[src/include/timer16_regs.svh]
// Register offsets, field positions, reset values and fixed tops
// Contract
// - Counter seen as high and low byte
// - High-byte counter access goes to latch
// - Low read loads latch; low write commits
// - Tick clears, increments or decrements counter
// - Clock-select field picks tick source
// - Clock-select zero stops the counter
// - Counter readable and writable while stopped
// - CPU write beats clear and count
// - Waveform mode field sets count sequence
// - Overflow flag set per mode, interrupt capable
// - Qualified edge copies counter into capture
// - Capture flag set with the copy
// - Enabled capture flag interrupts, cleared on service
// - Writing one clears the capture flag
// - Capture low read first loads latch
// - Capture writable only in capture-top modes
// - Latch survives low-byte writes
// - Only low-byte access moves 16 bits
// - Compare high byte read directly
// - Bottom is 0x0000, max is 0xffff
`ifndef TIMER16_REGS_SVH
`define TIMER16_REGS_SVH

`define OFS_CTRL_A 6'h00
`define OFS_CTRL_B 6'h01
`define OFS_CNT_LO 6'h02
`define OFS_CNT_HI 6'h03
`define OFS_CMPA_LO 6'h04
`define OFS_CMPA_HI 6'h05
`define OFS_CMPB_LO 6'h06
`define OFS_CMPB_HI 6'h07
`define OFS_CAP_LO 6'h08
`define OFS_CAP_HI 6'h09
`define OFS_FLAGS 6'h0a
`define OFS_MASK 6'h0b

`define BIT_OVF 0
`define BIT_CAP 1
`define BIT_EDGE_RISE 6
`define FLD_CS_MSB 2
`define FLD_CS_LSB 0
`define FLD_WGM_HI_MSB 4
`define FLD_WGM_HI_LSB 3
`define FLD_WGM_LO_MSB 1
`define FLD_WGM_LO_LSB 0

`define RST_BYTE 8'h00
`define RST_WORD 16'h0000
`define CNT_BOTTOM 16'h0000
`define CNT_MAX 16'hffff
`define TOP_8BIT 16'h00ff
`define TOP_9BIT 16'h01ff
`define TOP_10BIT 16'h03ff

`endif

[src/include/timer16_pkg.sv]
// Types shared by the timer and its verification models
package timer16_pkg;

  typedef struct packed {
    logic [5:0] addr;
    logic wr;
    logic rd;
    logic [7:0] wdata;
  } cpu_req_s;

  typedef enum logic {
    DIR_UP = 1'b0,
    DIR_DOWN = 1'b1
  } count_dir_e;

  typedef enum logic [1:0] {
    SEQ_NORMAL = 2'b00,
    SEQ_CTC = 2'b01,
    SEQ_FAST = 2'b10,
    SEQ_DUAL = 2'b11
  } count_seq_e;

  typedef enum logic [1:0] {
    TOP_FIXED_MAX = 2'b00,
    TOP_FIXED_SMALL = 2'b01,
    TOP_CMPA = 2'b10,
    TOP_CAP = 2'b11
  } top_src_e;

endpackage

[src/rtl/input_sync_edge.sv]
// Two-stage synchronisers with edge detection for pin inputs
`timescale 1ns/100ps
module input_sync_edge #(
  parameter int N = 3
) (
  input wire logic sys_clk,
  input wire logic sys_rst,
  input wire logic [N-1:0] pins,
  output logic [N-1:0] rise,
  output logic [N-1:0] fall
);

  genvar i;
  generate
    for (i = 0; i < N; i++) begin : g_pin
      // Per-pin flops so each process owns its own state
      logic meta_reg;
      logic sync_reg;
      logic last_reg;
      // First stage feeds only the second stage
      always_ff @(posedge sys_clk) begin
        if (sys_rst) begin
          meta_reg <= 1'b0;
          sync_reg <= 1'b0;
          last_reg <= 1'b0;
        end else begin
          meta_reg <= pins[i];
          sync_reg <= meta_reg;
          last_reg <= sync_reg;
        end
      end
      assign rise[i] = sync_reg & ~last_reg;
      assign fall[i] = ~sync_reg & last_reg;
    end
  endgenerate

endmodule

[src/rtl/timer16_counter_capture_access.sv]
// 16-bit timer/counter with input capture and byte-wide CPU access
`timescale 1ns/100ps
`include "timer16_regs.svh"
module timer16_counter_capture_access
  import timer16_pkg::*;
(
  input wire logic sys_clk,
  input wire logic sys_rst,
  input wire cpu_req_s io_req,
  output logic [7:0] io_rdata,
  input wire logic [3:0] prescale_taps,
  input wire logic ext_clk_pin,
  input wire logic capture_pin,
  input wire logic comparator_output,
  input wire logic capture_src_sel,
  input wire logic overflow_irq_ack,
  input wire logic capture_irq_ack,
  output logic overflow_irq,
  output logic capture_irq,
  output logic at_bottom,
  output logic at_max
);

  localparam int PIN_EXT = 0;
  localparam int PIN_CAP = 1;
  localparam int PIN_CMP = 2;

  // Register state
  logic [7:0] ctrl_a_reg;
  logic [7:0] ctrl_a_next;
  logic [7:0] ctrl_b_reg;
  logic [7:0] ctrl_b_next;
  logic [7:0] temp_reg;
  logic [7:0] temp_next;
  logic [15:0] timer_count_value_reg;
  logic [15:0] timer_count_value_next;
  logic [15:0] capture_value_reg;
  logic [15:0] capture_value_next;
  logic [15:0] cmpa_reg;
  logic [15:0] cmpa_next;
  logic [15:0] cmpb_reg;
  logic [15:0] cmpb_next;
  logic overflow_flag_reg;
  logic overflow_flag_next;
  logic capture_flag_reg;
  logic capture_flag_next;
  logic overflow_irq_enable_reg;
  logic overflow_irq_enable_next;
  logic capture_irq_enable_reg;
  logic capture_irq_enable_next;
  count_dir_e dir_reg;
  count_dir_e dir_next;
  logic [7:0] rdata_next;

  // Decoded access strobes
  logic wr;
  logic rd;
  logic [7:0] wd;
  logic sel_cnt_lo;
  logic sel_cap_lo;
  logic cnt_lo_wr;
  logic cnt_lo_rd;
  logic cap_lo_rd;
  logic cap_lo_wr;
  logic hi_wr;

  // Mode decode
  logic [2:0] clock_select_field;
  logic [3:0] waveform_mode_field;
  count_seq_e seq;
  top_src_e top_src;
  logic [15:0] top_small;
  logic [15:0] top;
  logic cap_is_top;

  // Events
  logic [2:0] pin_rise;
  logic [2:0] pin_fall;
  logic timer_tick;
  logic tov_set;
  logic cap_event;
  logic src_rise;
  logic src_fall;

  input_sync_edge #(
    .N(3)
  ) u_sync (
    .sys_clk(sys_clk),
    .sys_rst(sys_rst),
    .pins({comparator_output, capture_pin, ext_clk_pin}),
    .rise(pin_rise),
    .fall(pin_fall)
  );

  assign wr = io_req.wr;
  assign rd = io_req.rd;
  assign wd = io_req.wdata;
  assign sel_cnt_lo = (io_req.addr == `OFS_CNT_LO);
  assign sel_cap_lo = (io_req.addr == `OFS_CAP_LO);
  assign cnt_lo_wr = wr && sel_cnt_lo;
  assign cnt_lo_rd = rd && sel_cnt_lo;
  assign cap_lo_rd = rd && sel_cap_lo;
  assign cap_lo_wr = wr && sel_cap_lo && cap_is_top;
  // Every high-byte location writes the one shared latch
  assign hi_wr = wr && ((io_req.addr == `OFS_CNT_HI) || (io_req.addr == `OFS_CAP_HI) ||
    (io_req.addr == `OFS_CMPA_HI) || (io_req.addr == `OFS_CMPB_HI));

  assign clock_select_field = ctrl_b_reg[`FLD_CS_MSB:`FLD_CS_LSB];
  assign waveform_mode_field = {ctrl_b_reg[`FLD_WGM_HI_MSB:`FLD_WGM_HI_LSB],
    ctrl_a_reg[`FLD_WGM_LO_MSB:`FLD_WGM_LO_LSB]};

  // Count sequence and top source for each waveform mode
  always_comb begin
    seq = SEQ_NORMAL;
    top_src = TOP_FIXED_MAX;
    top_small = `CNT_MAX;
    case (waveform_mode_field[1:0])
      2'b01: top_small = `TOP_8BIT;
      2'b10: top_small = `TOP_9BIT;
      2'b11: top_small = `TOP_10BIT;
      default: top_small = `CNT_MAX;
    endcase
    case (waveform_mode_field)
      4'h0: begin
        seq = SEQ_NORMAL;
        top_src = TOP_FIXED_MAX;
      end
      4'h1, 4'h2, 4'h3: begin
        seq = SEQ_DUAL;
        top_src = TOP_FIXED_SMALL;
      end
      4'h4: begin
        seq = SEQ_CTC;
        top_src = TOP_CMPA;
      end
      4'h5, 4'h6, 4'h7: begin
        seq = SEQ_FAST;
        top_src = TOP_FIXED_SMALL;
      end
      4'h8, 4'ha: begin
        seq = SEQ_DUAL;
        top_src = TOP_CAP;
      end
      4'h9, 4'hb: begin
        seq = SEQ_DUAL;
        top_src = TOP_CMPA;
      end
      4'hc: begin
        seq = SEQ_CTC;
        top_src = TOP_CAP;
      end
      4'he: begin
        seq = SEQ_FAST;
        top_src = TOP_CAP;
      end
      4'hf: begin
        seq = SEQ_FAST;
        top_src = TOP_CMPA;
      end
      default: begin
        seq = SEQ_NORMAL;
        top_src = TOP_FIXED_MAX;
      end
    endcase
  end

  always_comb begin
    case (top_src)
      TOP_FIXED_SMALL: top = top_small;
      TOP_CMPA: top = cmpa_reg;
      TOP_CAP: top = capture_value_reg;
      default: top = `CNT_MAX;
    endcase
  end

  assign cap_is_top = (top_src == TOP_CAP);

  // Tick source; zero selects nothing so the counter holds
  always_comb begin
    case (clock_select_field)
      3'h0: timer_tick = 1'b0;
      3'h1: timer_tick = 1'b1;
      3'h2: timer_tick = prescale_taps[0];
      3'h3: timer_tick = prescale_taps[1];
      3'h4: timer_tick = prescale_taps[2];
      3'h5: timer_tick = prescale_taps[3];
      3'h6: timer_tick = pin_fall[PIN_EXT];
      3'h7: timer_tick = pin_rise[PIN_EXT];
      default: timer_tick = 1'b0;
    endcase
  end

  // Capture source and edge; input idle while capture defines top
  assign src_rise = capture_src_sel ? pin_rise[PIN_CMP] : pin_rise[PIN_CAP];
  assign src_fall = capture_src_sel ? pin_fall[PIN_CMP] : pin_fall[PIN_CAP];
  assign cap_event = ~cap_is_top &&
    (ctrl_b_reg[`BIT_EDGE_RISE] ? src_rise : src_fall);

  // Counter next value
  always_comb begin
    timer_count_value_next = timer_count_value_reg;
    dir_next = dir_reg;
    tov_set = 1'b0;
    if (timer_tick) begin
      if (seq == SEQ_DUAL) begin
        if (dir_reg == DIR_UP) begin
          if (timer_count_value_reg >= top) begin
            dir_next = DIR_DOWN;
            timer_count_value_next = timer_count_value_reg - 16'h0001;
          end else begin
            timer_count_value_next = timer_count_value_reg + 16'h0001;
          end
        end else if (timer_count_value_reg == `CNT_BOTTOM) begin
          dir_next = DIR_UP;
          timer_count_value_next = timer_count_value_reg + 16'h0001;
          tov_set = 1'b1;
        end else begin
          timer_count_value_next = timer_count_value_reg - 16'h0001;
        end
      end else begin
        dir_next = DIR_UP;
        if (timer_count_value_reg == top) begin
          timer_count_value_next = `CNT_BOTTOM;
        end else begin
          timer_count_value_next = timer_count_value_reg + 16'h0001;
        end
        if (seq == SEQ_FAST) begin
          tov_set = (timer_count_value_reg == top);
        end else begin
          tov_set = (timer_count_value_reg == `CNT_MAX);
        end
      end
    end
    // A low-byte counter write wins over the tick in the same cycle
    if (cnt_lo_wr) begin
      timer_count_value_next = {temp_reg, wd};
    end
  end

  // Shared high-byte latch
  always_comb begin
    temp_next = temp_reg;
    if (hi_wr) begin
      temp_next = wd;
    end else if (cnt_lo_rd) begin
      temp_next = timer_count_value_reg[15:8];
    end else if (cap_lo_rd) begin
      temp_next = capture_value_reg[15:8];
    end
  end

  // Capture, compare and control registers
  always_comb begin
    capture_value_next = capture_value_reg;
    cmpa_next = cmpa_reg;
    cmpb_next = cmpb_reg;
    ctrl_a_next = ctrl_a_reg;
    ctrl_b_next = ctrl_b_reg;
    overflow_irq_enable_next = overflow_irq_enable_reg;
    capture_irq_enable_next = capture_irq_enable_reg;
    if (cap_event) begin
      capture_value_next = timer_count_value_reg;
    end
    if (cap_lo_wr) begin
      capture_value_next = {temp_reg, wd};
    end
    if (wr && io_req.addr == `OFS_CMPA_LO) begin
      cmpa_next = {temp_reg, wd};
    end
    if (wr && io_req.addr == `OFS_CMPB_LO) begin
      cmpb_next = {temp_reg, wd};
    end
    if (wr && io_req.addr == `OFS_CTRL_A) begin
      ctrl_a_next = wd;
    end
    if (wr && io_req.addr == `OFS_CTRL_B) begin
      ctrl_b_next = wd;
    end
    if (wr && io_req.addr == `OFS_MASK) begin
      overflow_irq_enable_next = wd[`BIT_OVF];
      capture_irq_enable_next = wd[`BIT_CAP];
    end
  end

  // Flags: a set in the clearing cycle survives
  always_comb begin
    logic w1c_ovf;
    logic w1c_cap;
    w1c_ovf = wr && io_req.addr == `OFS_FLAGS && wd[`BIT_OVF];
    w1c_cap = wr && io_req.addr == `OFS_FLAGS && wd[`BIT_CAP];
    overflow_flag_next = tov_set ||
      (overflow_flag_reg && !(w1c_ovf || overflow_irq_ack));
    capture_flag_next = cap_event ||
      (capture_flag_reg && !(w1c_cap || capture_irq_ack));
  end

  // Read data, registered; high-byte counter and capture come from the latch
  always_comb begin
    rdata_next = 8'h00;
    if (rd) begin
      case (io_req.addr)
        `OFS_CTRL_A: rdata_next = ctrl_a_reg;
        `OFS_CTRL_B: rdata_next = ctrl_b_reg;
        `OFS_CNT_LO: rdata_next = timer_count_value_reg[7:0];
        `OFS_CNT_HI: rdata_next = temp_reg;
        `OFS_CMPA_LO: rdata_next = cmpa_reg[7:0];
        `OFS_CMPA_HI: rdata_next = cmpa_reg[15:8];
        `OFS_CMPB_LO: rdata_next = cmpb_reg[7:0];
        `OFS_CMPB_HI: rdata_next = cmpb_reg[15:8];
        `OFS_CAP_LO: rdata_next = capture_value_reg[7:0];
        `OFS_CAP_HI: rdata_next = temp_reg;
        `OFS_FLAGS: begin
          rdata_next[`BIT_OVF] = overflow_flag_reg;
          rdata_next[`BIT_CAP] = capture_flag_reg;
        end
        `OFS_MASK: begin
          rdata_next[`BIT_OVF] = overflow_irq_enable_reg;
          rdata_next[`BIT_CAP] = capture_irq_enable_reg;
        end
        default: rdata_next = 8'h00;
      endcase
    end
  end

  always_ff @(posedge sys_clk) begin
    if (sys_rst) begin
      ctrl_a_reg <= `RST_BYTE;
      ctrl_b_reg <= `RST_BYTE;
      temp_reg <= `RST_BYTE;
      timer_count_value_reg <= `RST_WORD;
      capture_value_reg <= `RST_WORD;
      cmpa_reg <= `RST_WORD;
      cmpb_reg <= `RST_WORD;
      overflow_flag_reg <= 1'b0;
      capture_flag_reg <= 1'b0;
      overflow_irq_enable_reg <= 1'b0;
      capture_irq_enable_reg <= 1'b0;
      dir_reg <= DIR_UP;
      io_rdata <= 8'h00;
      overflow_irq <= 1'b0;
      capture_irq <= 1'b0;
      at_bottom <= 1'b1;
      at_max <= 1'b0;
    end else begin
      ctrl_a_reg <= ctrl_a_next;
      ctrl_b_reg <= ctrl_b_next;
      temp_reg <= temp_next;
      timer_count_value_reg <= timer_count_value_next;
      capture_value_reg <= capture_value_next;
      cmpa_reg <= cmpa_next;
      cmpb_reg <= cmpb_next;
      overflow_flag_reg <= overflow_flag_next;
      capture_flag_reg <= capture_flag_next;
      overflow_irq_enable_reg <= overflow_irq_enable_next;
      capture_irq_enable_reg <= capture_irq_enable_next;
      dir_reg <= dir_next;
      io_rdata <= rdata_next;
      // Requests track the flag and enable as they stand after this edge
      overflow_irq <= overflow_flag_next && overflow_irq_enable_next;
      capture_irq <= capture_flag_next && capture_irq_enable_next;
      at_bottom <= (timer_count_value_next == `CNT_BOTTOM);
      at_max <= (timer_count_value_next == `CNT_MAX);
    end
  end

endmodule

[config.mk]
export PLATFORM = sky130hd
export DESIGN_NAME = timer16_counter_capture_access
export DESIGN_NICKNAME = d
export VERILOG_FILES = /design/src/include/timer16_pkg.sv /design/src/rtl/input_sync_edge.sv /design/src/rtl/timer16_counter_capture_access.sv
export VERILOG_INCLUDE_DIRS = /design/src /design/src/include
export SDC_FILE = /design/constraint.sdc
export NUM_CORES = 1
export LEC_CHECK = 0
export ABC_AREA = 1
export BUFFER_PORTS_ARGS = -buffer_cell sky130_fd_sc_hd__buf_2
export CAP_MARGIN = 20
export CORE_MARGIN = 5
export CORE_UTILIZATION = 40
export DETAILED_ROUTE_END_ITERATION = 16
export MAX_ROUTING_LAYER = met4
export PLACE_DENSITY_LB_ADDON = 0.12
export SETUP_SLACK_MARGIN = 0.15
export SLEW_MARGIN = 30
export SYNTH_ARGS = -nofsm -noshare
export SYNTH_HDL_FRONTEND = slang
export SYNTH_SLANG_ARGS = --single-unit
[constraint.sdc]
create_clock -name sys_clk -period 4.16 [get_ports sys_clk]
set_input_delay 0.208 -clock sys_clk [delete_from_list [all_inputs] [get_ports sys_clk]]
set_output_delay 0.208 -clock sys_clk [all_outputs]
set_load 0.05 [all_outputs]
After elaboration in Yosys (flattened, before gate mapping)
Memory sizes are Yosys's and may differ from the RTL's.
Index checks and enable logic that the tools add are counted.
{"block": "totals", "ff_bits": 114, "mem_bits_ro": 64, "out_inout_bits": 12, "elab_cells": 140, "mem_count": 1}
{"memory": "(name not given)", "depth": 16, "width": 4, "read_ports": 1, "rd_ports_with_merged_regs": 0, "wr": 0, "line": "timer16_counter_capture_access.sv:123", "rtl": "case (waveform_mode_field)"}
{"block": "classes", "n_addsub": 2, "order_cmp": 1, "eq_ne": 29, "mux": 31, "bitwise": 14, "reduce_logical": 36}
{"op": "two-way mux 16 bit", "n": 9}
{"op": "one-hot mux 16 bit (3 select lines)", "n": 2}
{"op": "one-hot mux 6 bit (9 select lines)", "n": 1}
{"op": "equality test 16 bit, second input constant", "n": 2}
{"op": "logical NOT 16 bit", "n": 2}
{"op": "equality test 6 x 3 -> 1 bit, second input constant", "n": 4}
{"op": "equality test 6 x 4 -> 1 bit, second input constant", "n": 4}
{"op": "two-way mux 8 bit", "n": 3}
{"op": "one-hot mux 2 bit (11 select lines)", "n": 1}
{"op": "logical AND 1 bit", "n": 19}
{"op": "adder 16 x 1 -> 16 bit, second input constant", "n": 1}
{"op": "equality test 16 bit", "n": 1}
{"op": "greater-or-equal comparator 16 bit", "n": 1}
{"op": "subtractor 16 x 1 -> 16 bit, second input constant", "n": 1}
{"op": "two-way mux 1 bit", "n": 14}
{"op": "equality test 2 bit, second input constant", "n": 6}
{"op": "equality test 3 bit, second input constant", "n": 4}
{"op": "equality test 6 x 2 -> 1 bit, second input constant", "n": 2}
{"op": "inverter 1 bit", "n": 8}
{"op": "one-hot mux 1 bit (8 select lines)", "n": 1}
{"op": "logical OR 1 bit", "n": 7}
{"op": "AND 1 bit", "n": 6}
{"op": "equality test 3 x 2 -> 1 bit, second input constant", "n": 2}
{"op": "equality test 6 x 1 -> 1 bit, second input constant", "n": 1}
{"op": "other kinds (8)", "n": 11}

Logic depth before layout (Yosys ltp)
Gate-level depths: netlist of run 1.
{"block": "logic_depth", "depth_word": 10, "mapped_depth": 32, "depth_no_buf": 31}

Cells and area by module
A second synthesis of run 1 with hierarchy kept.
{"block": "hier_totals", "hier_cells": 1055, "area_unflattened_um2": 6945.4}
{"mod": "timer16_counter_capture_access", "n_inst": 1, "cells_each": 1018, "area_per_inst_um2": 6652.6, "seq_area_each_um2": 2102.0}
{"mod": "input_sync_edge", "n_inst": 1, "cells_each": 37, "area_per_inst_um2": 292.8, "seq_area_each_um2": 180.2}

Least setup slack after synthesis of run 1
Ideal clock, no wire load.
{"block": "synth_path", "kind": "register to register", "start": "register ctrl_a_reg[0]", "end": "register at_bottom", "setup_time_ns": 0.061, "arrival_time_ns": 3.302, "required_time_ns": 4.099, "path_slack_ns": 0.797, "path_stages_with_launch": 28, "period_less_slack_ns": 3.363, "cell_sequence": "dfxtp_1 inv_1 ha_1 ha_1 inv_1 o21ai_0 inv_2 nor2_4 inv_2 clkbuf_1 nor2_1 a221oi_1 ha_1 nand2_1 nor2_1 nand2_1 o21ai_1 nor2_2 nand2_4 nand2_1 o21ai_0 nand2_1 nand3_1 a21oi_1 nand2_1 nor2_1 nand2_1 nand2_1"}
{"block": "synth_via", "elab_chain_cells": 10}
{"element": "start: declaration", "line": "timer16_counter_capture_access.sv:29", "rtl": "logic [7:0] ctrl_a_reg;"}
{"element": "start signal: assignment", "line": "timer16_counter_capture_access.sv:327", "rtl": "ctrl_a_reg <= `RST_BYTE;"}
{"element": "start signal: assignment", "line": "timer16_counter_capture_access.sv:345", "rtl": "ctrl_a_reg <= ctrl_a_next;"}
{"element": "memory read (16 x 4 bit) (tied with other cells)"}
{"element": "equality test 2 bit (tied with other cells)", "line": "timer16_counter_capture_access.sv:168", "rtl": "case (top_src)"}
{"element": "one-hot mux 16 bit (3 select lines)", "line": "timer16_counter_capture_access.sv:168"}
{"element": "greater-or-equal comparator 16 bit", "line": "timer16_counter_capture_access.sv:207", "rtl": "if (timer_count_value_reg >= top) begin"}
{"element": "two-way mux 16 bit", "line": "timer16_counter_capture_access.sv:207"}
{"element": "two-way mux 16 bit", "line": "timer16_counter_capture_access.sv:206", "rtl": "if (dir_reg == DIR_UP) begin"}
{"element": "two-way mux 16 bit *", "line": "timer16_counter_capture_access.sv:205", "rtl": "if (seq == SEQ_DUAL) begin"}
{"element": "two-way mux 16 bit *", "line": "timer16_counter_capture_access.sv:204", "rtl": "if (timer_tick) begin"}
{"element": "two-way mux 16 bit *", "line": "timer16_counter_capture_access.sv:235", "rtl": "if (cnt_lo_wr) begin"}
{"element": "logical NOT 16 bit (no line) *"}
{"element": "end signal: assignment", "line": "timer16_counter_capture_access.sv:361", "rtl": "at_bottom <= (timer_count_value_next == `CNT_BOTTOM);"}
{"element": "end: declaration", "line": "timer16_counter_capture_access.sv:20", "rtl": "output logic at_bottom,"}
Mark *: on every way between the ends. The rest lies on a longest branch, timed or not.
A chain may end at the register's enable or synchronous reset.

Worst setup path after layout of run 1
{"block": "layout_path", "start": "register ctrl_a_reg[0]", "end": "register at_max"}
{"block": "layout_via", "elab_chain_cells": 10}
{"element": "memory read (16 x 4 bit) (tied with other cells)"}
{"element": "equality test 2 bit (tied with other cells)", "line": "timer16_counter_capture_access.sv:168"}
{"element": "one-hot mux 16 bit (3 select lines)", "line": "timer16_counter_capture_access.sv:168"}
{"element": "greater-or-equal comparator 16 bit", "line": "timer16_counter_capture_access.sv:207"}
{"element": "two-way mux 16 bit", "line": "timer16_counter_capture_access.sv:207"}
{"element": "two-way mux 16 bit", "line": "timer16_counter_capture_access.sv:206"}
{"element": "two-way mux 16 bit *", "line": "timer16_counter_capture_access.sv:205"}
{"element": "two-way mux 16 bit *", "line": "timer16_counter_capture_access.sv:204"}
{"element": "two-way mux 16 bit *", "line": "timer16_counter_capture_access.sv:235"}
{"element": "equality test 16 bit (no line) *"}
{"element": "end signal: assignment", "line": "timer16_counter_capture_access.sv:362", "rtl": "at_max <= (timer_count_value_next == `CNT_MAX);"}
{"element": "end: declaration", "line": "timer16_counter_capture_access.sv:21", "rtl": "output logic at_max"}
Marked as above.

==> results of run 1 <==
## worst register-to-register path: stages, from the launching register on
cell and delay, ns:
dfxtp_2 0.35, inv_1 0.08, ha_1 0.17, ha_1 0.14, inv_1 0.04, o21ai_2 0.13, inv_2 0.10, nor2_4 0.23
inv_4 0.13, nor2_1 0.15, a221oi_1 0.07, ha_1 0.31, nand2_1 0.05, nor2_1 0.08, nand2_1 0.11, o21ai_1 0.18
nor2_2 0.06, nand2_4 0.18, buf_12 0.15, nand2_8 0.07, nand2_1 0.07, nand3_1 0.08, a21oi_2 0.18, nand3_1 0.16
nor2_1 0.12, nand3b_1 0.09, nor2_1 0.11
## where the power goes
group	internal [mW]	switching (mW)	leakage, nW
sequential	1.10	0.0134	0.921
combinational	0.0551	0.141	2.50
clock	0.851	0.636	0.281
total	2.01	0.790	3.71
## cells by family after synthesis
| logic type | share of synthesized area |
|---|---|
| DFF | 0.322 |
| AOI/OAI and AO/OA | 0.221 |
| xor gates and xnor gates | 0.0247 |
| and+or+nand+nor | 0.272 |
| buffers and inverters | 0.117 |
| adders and majority gates | 0.0441 |
## layout by cell type, fill, tap and decap left out, drive strengths merged
cell / synthesis / layout
a211oi: 3 / 3
a21o: 1 / 1
a21oi: 92 / 92
a221oi: 20 / 20
a22oi: 7 / 7
a31oi: 1 / 1
buf: 22 / 51
bufinv: 0 / 1
clkbuf: 16 / 17
clkinv: 1 / 2
clkinvlp: 0 / 3
dfxtp: 114 / 114
dlygate4sd3: 0 / 3
ha: 25 / 25
inv: 160 / 170
nand2: 215 / 215
nand3: 66 / 66
nand3b: 4 / 4
nand4: 7 / 7
nor2: 124 / 124
nor3: 9 / 9
nor4: 1 / 1
o2111a: 1 / 1
o2111ai: 2 / 2
o211ai: 3 / 3
o21ai: 111 / 111
o221ai: 8 / 8
o22ai: 15 / 15
o2bb2ai: 3 / 3
o311ai: 1 / 1
o31ai: 1 / 1
o41ai: 1 / 1
xor2: 20 / 20
## through the flow
stage	hold slack [ns]	utilization	cells	cell area, um^2	total power, mW
2_1_floorplan	0.281	-	1054	7090	1.26
3_3_place_gp	0.391	0.426	1286	7400	1.33
3_5_place_dp	0.395	0.426	1286	7400	1.33
4_1_cts	0.0711	0.462	1321	8020	2.81
5_1_grt	0.0865	0.467	1327	8100	2.89
6_report	0.0821	0.467	1327	8100	2.80
## metal layers
layer | GRT usage | part of all wire | wire (um)
met1 | 0.340 | 0.44 | 11200
met2 | 0.391 | 0.44 | 11400
met3 | 0.0616 | 0.076 | 1940
met4 | 0.118 | 0.043 | 1090
met5 | - | 0 | 0
## final cells by class
type,instances,area [um^2]
well taps,225,282
multi-input cells,741,4000
fillers,1827,9260
inverters,161,614
flip-flops and latches,114,2280
clock buffers,17,425
clock inverters,15,161
repair buffers,54,328
## path summary, 6_finish.rpt
| kind | startpoint | end | slack [ns] | cells past startpoint |
|---|---|---|---|---|
| worst min-delay path | capture_irq_ack | capture_flag_reg$_SDFF_PP0_ | 0.08 | 3 |
| worst max-delay path | ctrl_a_reg[0]$_SDFFE_PP0P_ | at_max$_SDFF_PP0_ | 0.50 | 26 |
| worst max register to register | ctrl_a_reg[0]$_SDFFE_PP0P_ | at_max$_SDFF_PP0_ | 0.50 | 26 |
| worst min register to register | u_sync.g_pin[1].meta_reg$_SDFF_PP0_ | u_sync.g_pin[1].sync_reg$_SDFF_PP0_ | 0.40 | 2 |
## timing repair
action / 4_1_cts / 5_1_grt
endpoints found under the setup margin: 1 / 5
pin swaps: 0 / 2
hold buffers: 3 / 0
resized for setup: 1 / 10
buffers inserted: 0 / 6
hold endpoints to repair: 3 / 0
==> flow_metrics.py, run 1 <==
metrics = {
    "layout": {
        "n_antenna_cell": 0,
        "areaGrowthSynthToFinish_pct": 14.2,
        "drive_above_1_share": 0.134,
        "layout.nets": 1142,
    },
    "die": {
        "core_mm2": 0.0174,
        "fp.dieH_um": 143,
        "start_util": 0.409,
        "die_w_um": 143,
        "rows": 48,
        "dieArea_mm2": 0.0205,
        "io_pins": 40,
    },
    "sta": {
        "fmaxAchievable_ghz": 0.273,
        "timing.setup.tns_ns": 0,
        "worst_pin_slew_ns": 0.675,
        "hold_violations": 0,
        "skew_ns": 0.0107,
        "fin_crit_ns": 3.66,
        "fin_crit_sh": 0.880,
        "finalWorstSetupSlack_ns": 0.500,
        "slew_viol_final": 0,
        "rsz0062_at_grt": "false",
        "slew_headroom": 0.548,
        "setup_violations": 0,
    },
    "setup_path": {
        "slowest_delay_ns": 0.35,
        "crit_top_cell": "nor2_1",
        "arrival_ns": 4.02,
        "worstPathRequired_ns": 4.52,
        "cp_max_fo": 13,
        "end_kind": "register",
        "path_delay_family": "simple AND/OR/NAND/NOR gates",
        "critPathBufInv": 5,
        "worst_setup_path_start_kind": "register",
        "slowest_stage": "dfxtp_2",
        "critPathKind": "reg -> reg",
    },
    "logic_synthesis": {
        "yosysUniqueCellTypes": 50,
        "postSynthCellCount": 1054,
        "ys_ff_latch": 114,
        "syn-cell-area_mm2": 0.00709,
        "synth_top_area_share": 0.322,
        "synth_top_cells_by_area": "dfxtp_1 (32%), nand2_1 (11%), inv_1 (7.6%)",
        "ys.flop_type": "dfxtp_1",
        "synth_largest_area_cell": "dfxtp_1",
        "async_flop_share": 0,
        "ys_top_cells_by_count": "nand2_1 (205), inv_1 (144), dfxtp_1 (114), nor2_1 (106), o21ai_0 (100)",
        "avgSynthCellArea_um2": 6.73,
        "yosysWarningCount": 0,
        "synth_most_common_cell": "nand2_1",
        "seq_area_frac_synth": 0.322,
        "synth_edf_count": 0,
        "syn_nets": 1107,
    },
    "cts": {
        "h-tree-depth": 4,
        "cts_tree": "yes",
        "insertion_delay_ns": 0.43,
        "clock_tree.root_cell": "clkbuf_16",
        "clk_pin_slew_ns": 0.07,
        "cts_buffer_depth": 2,
        "numCtsBuffers": 17,
        "cts.sinks": 114,
    },
    "power": {
        "cellLeakagePower_nw": 3.71,
        "ir_drop_uv": 345,
        "p_per_area_mw_per_mm2": 346,
    },
    "drt": {
        "wire_per_inst_um": 19.3,
        "via_per_inst": 5.44,
        "drc": 0,
        "dr_total_vias": 7222,
        "ant_nets": 0,
        "drt_iter0_drc": 650,
        "drtPass1Iterations": 8,
        "wl_mm": 25.6,
    },
    "global_routing": {
        "first_global_vias": 6840,
        "grt_start_max_net_pins": 60,
        "track_usage": 0.263,
        "grt_pass1_wl_mm": 39.4,
        "antenna_found_initial": 0,
        "overflow": 0,
    },
    "place": {
        "place_ws_ns": 0.161,
        "dp_hpwl_mm": 19.2,
        "place_congestion": 0.951,
        "portBuffers": 39,
    },
    "min_path": {
        "hp-class": "in -> reg",
    },
    "run": {
        "drv_cap": 0,
    },
    "outcome": {
        "status": "finished clean",
    },
}
No activity file was read; power rests on OpenSTA's default activity.
==> inputs of run 2 (changes only) <==
- clock period: 4.16 -> 3.62 ns (I/O delays scaled with it)
==> flow_metrics.py, run 2 (synthesis gave the netlist of run 1 again) <==
metrics = {
    "outcome": {
        "status": "finished clean",
    },
    "power": {
        "cellLeakagePower_nw": 3.88,
        "ir_drop_uv": 322,
        "finalPower_mw": 3.17,
        "p_per_area_mw_per_mm2": 369,
    },
    "layout": {
        "fill_cells": 1780,
        "final_core_util": 0.495,
        "final_cell_mix": "nand2_1 (185), inv_1 (138), dfxtp_1 (112)",
        "areaGrowthSynthToFinish_pct": 21.1,
        "final_area_mm2": 0.00859,
        "layout.nets": 1166,
        "n_antenna_cell": 0,
        "drive_above_1_share": 0.202,
        "final_common_cell": "nand2_1",
    },
    "die": {
        "rows": 48,
        "die_w_um": 143,
        "dieArea_mm2": 0.0205,
        "fp.dieH_um": 143,
        "io_pins": 40,
        "start_util": 0.409,
        "core_mm2": 0.0174,
    },
    "sta": {
        "fin_crit_ns": 3.46,
        "hold_violations": 0,
        "fmaxAchievable_ghz": 0.289,
        "skew_ns": 0.00998,
        "rsz0062_at_grt": "true",
        "setup_violations": 0,
        "slew_viol_final": 0,
        "holdWs_ns": 0.0633,
        "fin_crit_sh": 0.956,
        "slew_headroom": 0.422,
        "worst_pin_slew_ns": 0.864,
    },
    "place": {
        "place_congestion": 0.999,
        "portBuffers": 39,
        "place_area_mm2": 0.00750,
        "dp_hpwl_mm": 19.4,
    },
    "drt": {
        "wire_per_inst_um": 19.4,
        "wl_mm": 26.2,
        "drtPass1Iterations": 6,
        "ant_nets": 0,
        "via_per_inst": 5.39,
        "drt_iter0_drc": 737,
        "drc": 0,
        "dr_total_vias": 7288,
    },
    "setup_path": {
        "end_kind": "register",
        "cp_max_fo": 7,
        "worst_setup_path_start_kind": "register",
        "critPathKind": "reg -> reg",
        "arrival_ns": 3.82,
        "worstPathRequired_ns": 3.98,
    },
    "cts": {
        "clock_tree.root_cell": "clkbuf_16",
        "cts.sinks": 114,
        "insertion_delay_ns": 0.43,
        "h-tree-depth": 4,
        "clk_pin_slew_ns": 0.06,
        "numCtsBuffers": 17,
        "cts_buffer_depth": 2,
        "cts_tree": "yes",
    },
    "global_routing": {
        "grt_start_max_net_pins": 48,
        "first_global_vias": 6631,
        "antenna_found_initial": 0,
        "grt_pass1_wl_mm": 39.4,
        "track_usage": 0.263,
        "overflow": 0,
    },
    "min_path": {
        "hp-class": "in -> reg",
    },
    "run": {
        "drv_cap": 0,
    },
}
## run 2: cell count changes in the layout (fill, tap and decap cells not counted), sizes merged
cell	before	now
buf	51	73
clkinv	2	9
inv	170	163
clkbuf	17	19
clkinvlp	3	2
nand2	215	216
## run 2: power by group
part	internal [mW]	total, mW	leakage (nW)	switching [mW]
Sequential	1.27	1.29	0.922	0.0171
Clock	0.969	1.64	0.277	0.673
Combinational	0.0712	0.238	2.68	0.167
Total	2.31	3.17	3.88	0.857
## run 2: timing repair
| action | in CTS | in global routing |
|---|---|---|
| buffers inserted | 2 | 14 |
| pin swaps | 3 | 34 |
| hold buffers | 3 | 0 |
| setup endpoints to repair | 3 | 9 |
| gates resized for setup | 12 | 72 |
| hold endpoints to repair | 3 | 0 |
| gates cloned | 0 | 2 |
## run 2: final timing paths
check / startpoint / to / slack, ns / cells past startpoint
max reg2reg: ctrl_a_reg[1]$_SDFFE_PP0P_ / at_max$_SDFF_PP0_ / 0.16 / 25
max: ctrl_a_reg[1]$_SDFFE_PP0P_ / at_max$_SDFF_PP0_ / 0.16 / 25
min: capture_irq_ack / capture_flag_reg$_SDFF_PP0_ / 0.06 / 3
min reg2reg: u_sync.g_pin[2].meta_reg$_SDFF_PP0_ / u_sync.g_pin[2].sync_reg$_SDFF_PP0_ / 0.40 / 2
## run 2: metal layers
layer,track usage,part of all wire,up-vias
met3,0.0301,0.054,45
met1,0.352,0.45,3362
li1,-,-,3622
met2,0.422,0.47,259
met4,0.0750,0.026,0
met5,-,0,-
## run 2: stage by stage
stage                     std cells  worst slack (ns)  TNS (ns)
final                          1351             0.160         0
after global routing           1351           -0.0488   -0.0939
after global placement         1298            0.0879         0
after floorplan                1054             0.257         0
after detailed placement       1298            0.0609         0
after CTS                      1335             0.162         0
## run 2: layout make-up
class,count,area [um^2],share of cell area
flip-flops and latches,114,2280,0.266
repair buffers,77,537,0.0625
well taps,225,282,0.0328
inverters,161,619,0.0721
clock buffers,18,439,0.0511
multi-input cells,742,4300,0.500
clock inverters,14,130,0.0152
## run 2: critical path, stage by stage, from the launching register on
cell and delay (ns):
dfxtp_2 0.32, inv_2 0.08, buf_6 0.11, ha_1 0.19, nand2_2 0.10, nand2_4 0.12
inv_2 0.06, nor2_2 0.21, buf_6 0.18, a221oi_4 0.07, ha_1 0.35, nand2_1 0.08
nand2_1 0.06, nor2_2 0.12, o21ai_2 0.06, nor2_2 0.15, nand2_4 0.13, buf_4 0.16
a21oi_1 0.13, nand2_1 0.07, nand3_1 0.09, a21oi_2 0.08, buf_4 0.15, nor2_1 0.11
nand3b_1 0.11, nor2_2 0.11
==> inputs of run 3 (changes only) <==
- clock period: 3.62 -> 3.78 ns (I/O delays scaled with it)
==> flow_metrics.py, run 3 (synthesis gave the netlist of run 1 again) <==
metrics = {
    "place": {
        "dp_cells": 1290,
        "place_congestion": 0.971,
        "place_ws_ns": 0.0903,
        "dp_hpwl_mm": 19.1,
        "portBuffers": 39,
    },
    "sta": {
        "fin_crit_ns": 3.63,
        "slew_headroom": 0.427,
        "fmaxAchievable_ghz": 0.276,
        "skew_ns": 0.00563,
        "finalWorstSetupSlack_ns": 0.153,
        "holdWs_ns": 0.0558,
        "slew_viol_final": 0,
        "fin_crit_sh": 0.960,
        "worst_pin_slew_ns": 0.856,
        "hold_violations": 0,
        "setup_violations": 0,
        "rsz0062_at_grt": "true",
    },
    "setup_path": {
        "reg2reg_slack_ns": 0.15,
        "slowest_stage": "dfxtp_4",
        "worst_setup_path_start_kind": "register",
        "crit_top_cell": "nor2_2",
        "worstPathRequired_ns": 4.14,
        "cp_max_fo": 7,
        "critPathBufInv": 6,
        "critPathKind": "reg -> reg",
        "arrival_ns": 3.99,
        "end_kind": "register",
        "path_delay_family": "simple AND/OR/NAND/NOR gates",
        "slowest_delay_ns": 0.36,
    },
    "layout": {
        "areaGrowthSynthToFinish_pct": 19.0,
        "fin_cells": 1343,
        "layout.nets": 1159,
        "drive_above_1_share": 0.174,
        "final_common_cell": "nand2_1",
        "multiInputGateArea_mm2": 0.00419,
        "fill_cells": 1731,
        "final_cell_mix": "nand2_1 (199), inv_1 (141), dfxtp_1 (113)",
        "n_antenna_cell": 0,
        "final-seq-area_mm2": 0.00229,
    },
    "global_routing": {
        "track_usage": 0.264,
        "grt_pass1_wl_mm": 39.9,
        "grt_start_max_net_pins": 60,
        "antenna_found_initial": 0,
        "first_global_vias": 6789,
        "overflow": 0,
    },
    "drt": {
        "via_per_inst": 5.49,
        "wire_per_inst_um": 19.3,
        "drt_iter0_drc": 814,
        "wl_mm": 25.9,
        "ant_nets": 0,
        "top_layer": "met4",
        "met2_length_mm": 11.6,
        "dr_total_vias": 7370,
        "wl_met3_mm": 1.65,
        "drtPass1Iterations": 6,
        "drc": 0,
        "wl_met1_mm": 11.6,
    },
    "outcome": {
        "status": "finished clean",
    },
    "die": {
        "dieArea_mm2": 0.0205,
        "fp.dieH_um": 143,
        "die_w_um": 143,
        "core_mm2": 0.0174,
        "start_util": 0.409,
        "rows": 48,
        "io_pins": 40,
    },
    "cts": {
        "clk_pin_slew_ns": 0.06,
        "cts.sinks": 114,
        "insertion_delay_ns": 0.43,
        "h-tree-depth": 4,
        "cts_buffer_depth": 2,
        "cts_tree": "yes",
        "clock_tree.root_cell": "clkbuf_16",
        "numCtsBuffers": 17,
    },
    "run": {
        "drv_cap": 0,
    },
    "power": {
        "cellLeakagePower_nw": 3.86,
        "clockPowerShare": 0.526,
        "ir_drop_uv": 299,
        "p_per_area_mw_per_mm2": 363,
        "swShare": 0.265,
        "combPwrFrac": 0.072,
        "switchingPower_uw": 813,
        "power_frac_seq": 0.402,
        "internal-power_mw": 2.25,
    },
    "min_path": {
        "hp-class": "in -> reg",
    },
}
-- run 3: timing repair --
item | 4_1_cts | 5_1_grt
buffers inserted | 0 | 17
hold buffers | 3 | 0
endpoints found under the hold margin | 3 | 0
cloned | 0 | 2
gates resized for setup | 3 | 58
setup endpoints to repair | 2 | 16
pin swaps | 0 | 22
-- run 3: power by group through the flow --
stage	Sequential (mW)	Clock [mW]	Combinational, mW
floorplan	1.26	0	0.129
global placement	1.26	0	0.207
detailed placement	1.26	0	0.207
CTS	1.23	1.63	0.211
global route	1.23	1.69	0.241
finish	1.23	1.61	0.220
-- run 3: worst paths after layout --
check,startpoint,end,depth (start not counted)
worst min-delay path,capture_irq_ack,capture_flag_reg$_SDFF_PP0_,3
worst max register to register,ctrl_a_reg[1]$_SDFFE_PP0P_,at_max$_SDFF_PP0_,27
worst max-delay path,ctrl_a_reg[1]$_SDFFE_PP0P_,at_max$_SDFF_PP0_,27
worst min register to register,u_sync.g_pin[1].meta_reg$_SDFF_PP0_,u_sync.g_pin[1].sync_reg$_SDFF_PP0_,2
-- run 3: layer usage --
layer  track usage  vias up
met1         0.348     3372
met5             -        -
met3        0.0452       85
met4         0.112        0
li1              -     3588
met2         0.398      325
-- run 3: per-stage QoR --
stage	setup TNS (ns)	total power, mW	cell area, um^2	util
after CTS	0	3.07	8050	0.464
after global routing	-0.256	3.17	8440	0.486
after detailed placement	0	1.46	7430	0.428
after global placement	0	1.47	7430	0.428
after floorplan	0	1.38	7090	-
final	0	3.07	8440	0.486
-- run 3: cell type report --
cell class,instances,area share
Clock buffer,17,0.0504
Clock inverter,14,0.0185
Inverter,161,0.0737
Multi-Input combinational cell,742,0.497
Sequential cell,114,0.271
Tap cell,225,0.0334
Timing Repair Buffer,70,0.0560
-- run 3: worst reg2reg max path: stages, from the launching register on --
cell and delay (ns):
dfxtp_4 0.36, inv_6 0.07, ha_4 0.15, ha_4 0.12, inv_1 0.04, o21ai_2 0.18, inv_2 0.10, nor2_4 0.26
clkinv_4 0.10, buf_6 0.14, nor2_2 0.07, a221oi_1 0.06, ha_1 0.30, nand2_1 0.06, nor2_1 0.10, nand2_1 0.10
o21ai_2 0.14, nor2_2 0.07, nand2_4 0.15, buf_8 0.16, nand2_8 0.06, nand2_2 0.07, nand3_2 0.09, a21oi_4 0.19
nand3_2 0.09, nor2_2 0.10, nand3b_1 0.10, nor2_1 0.13
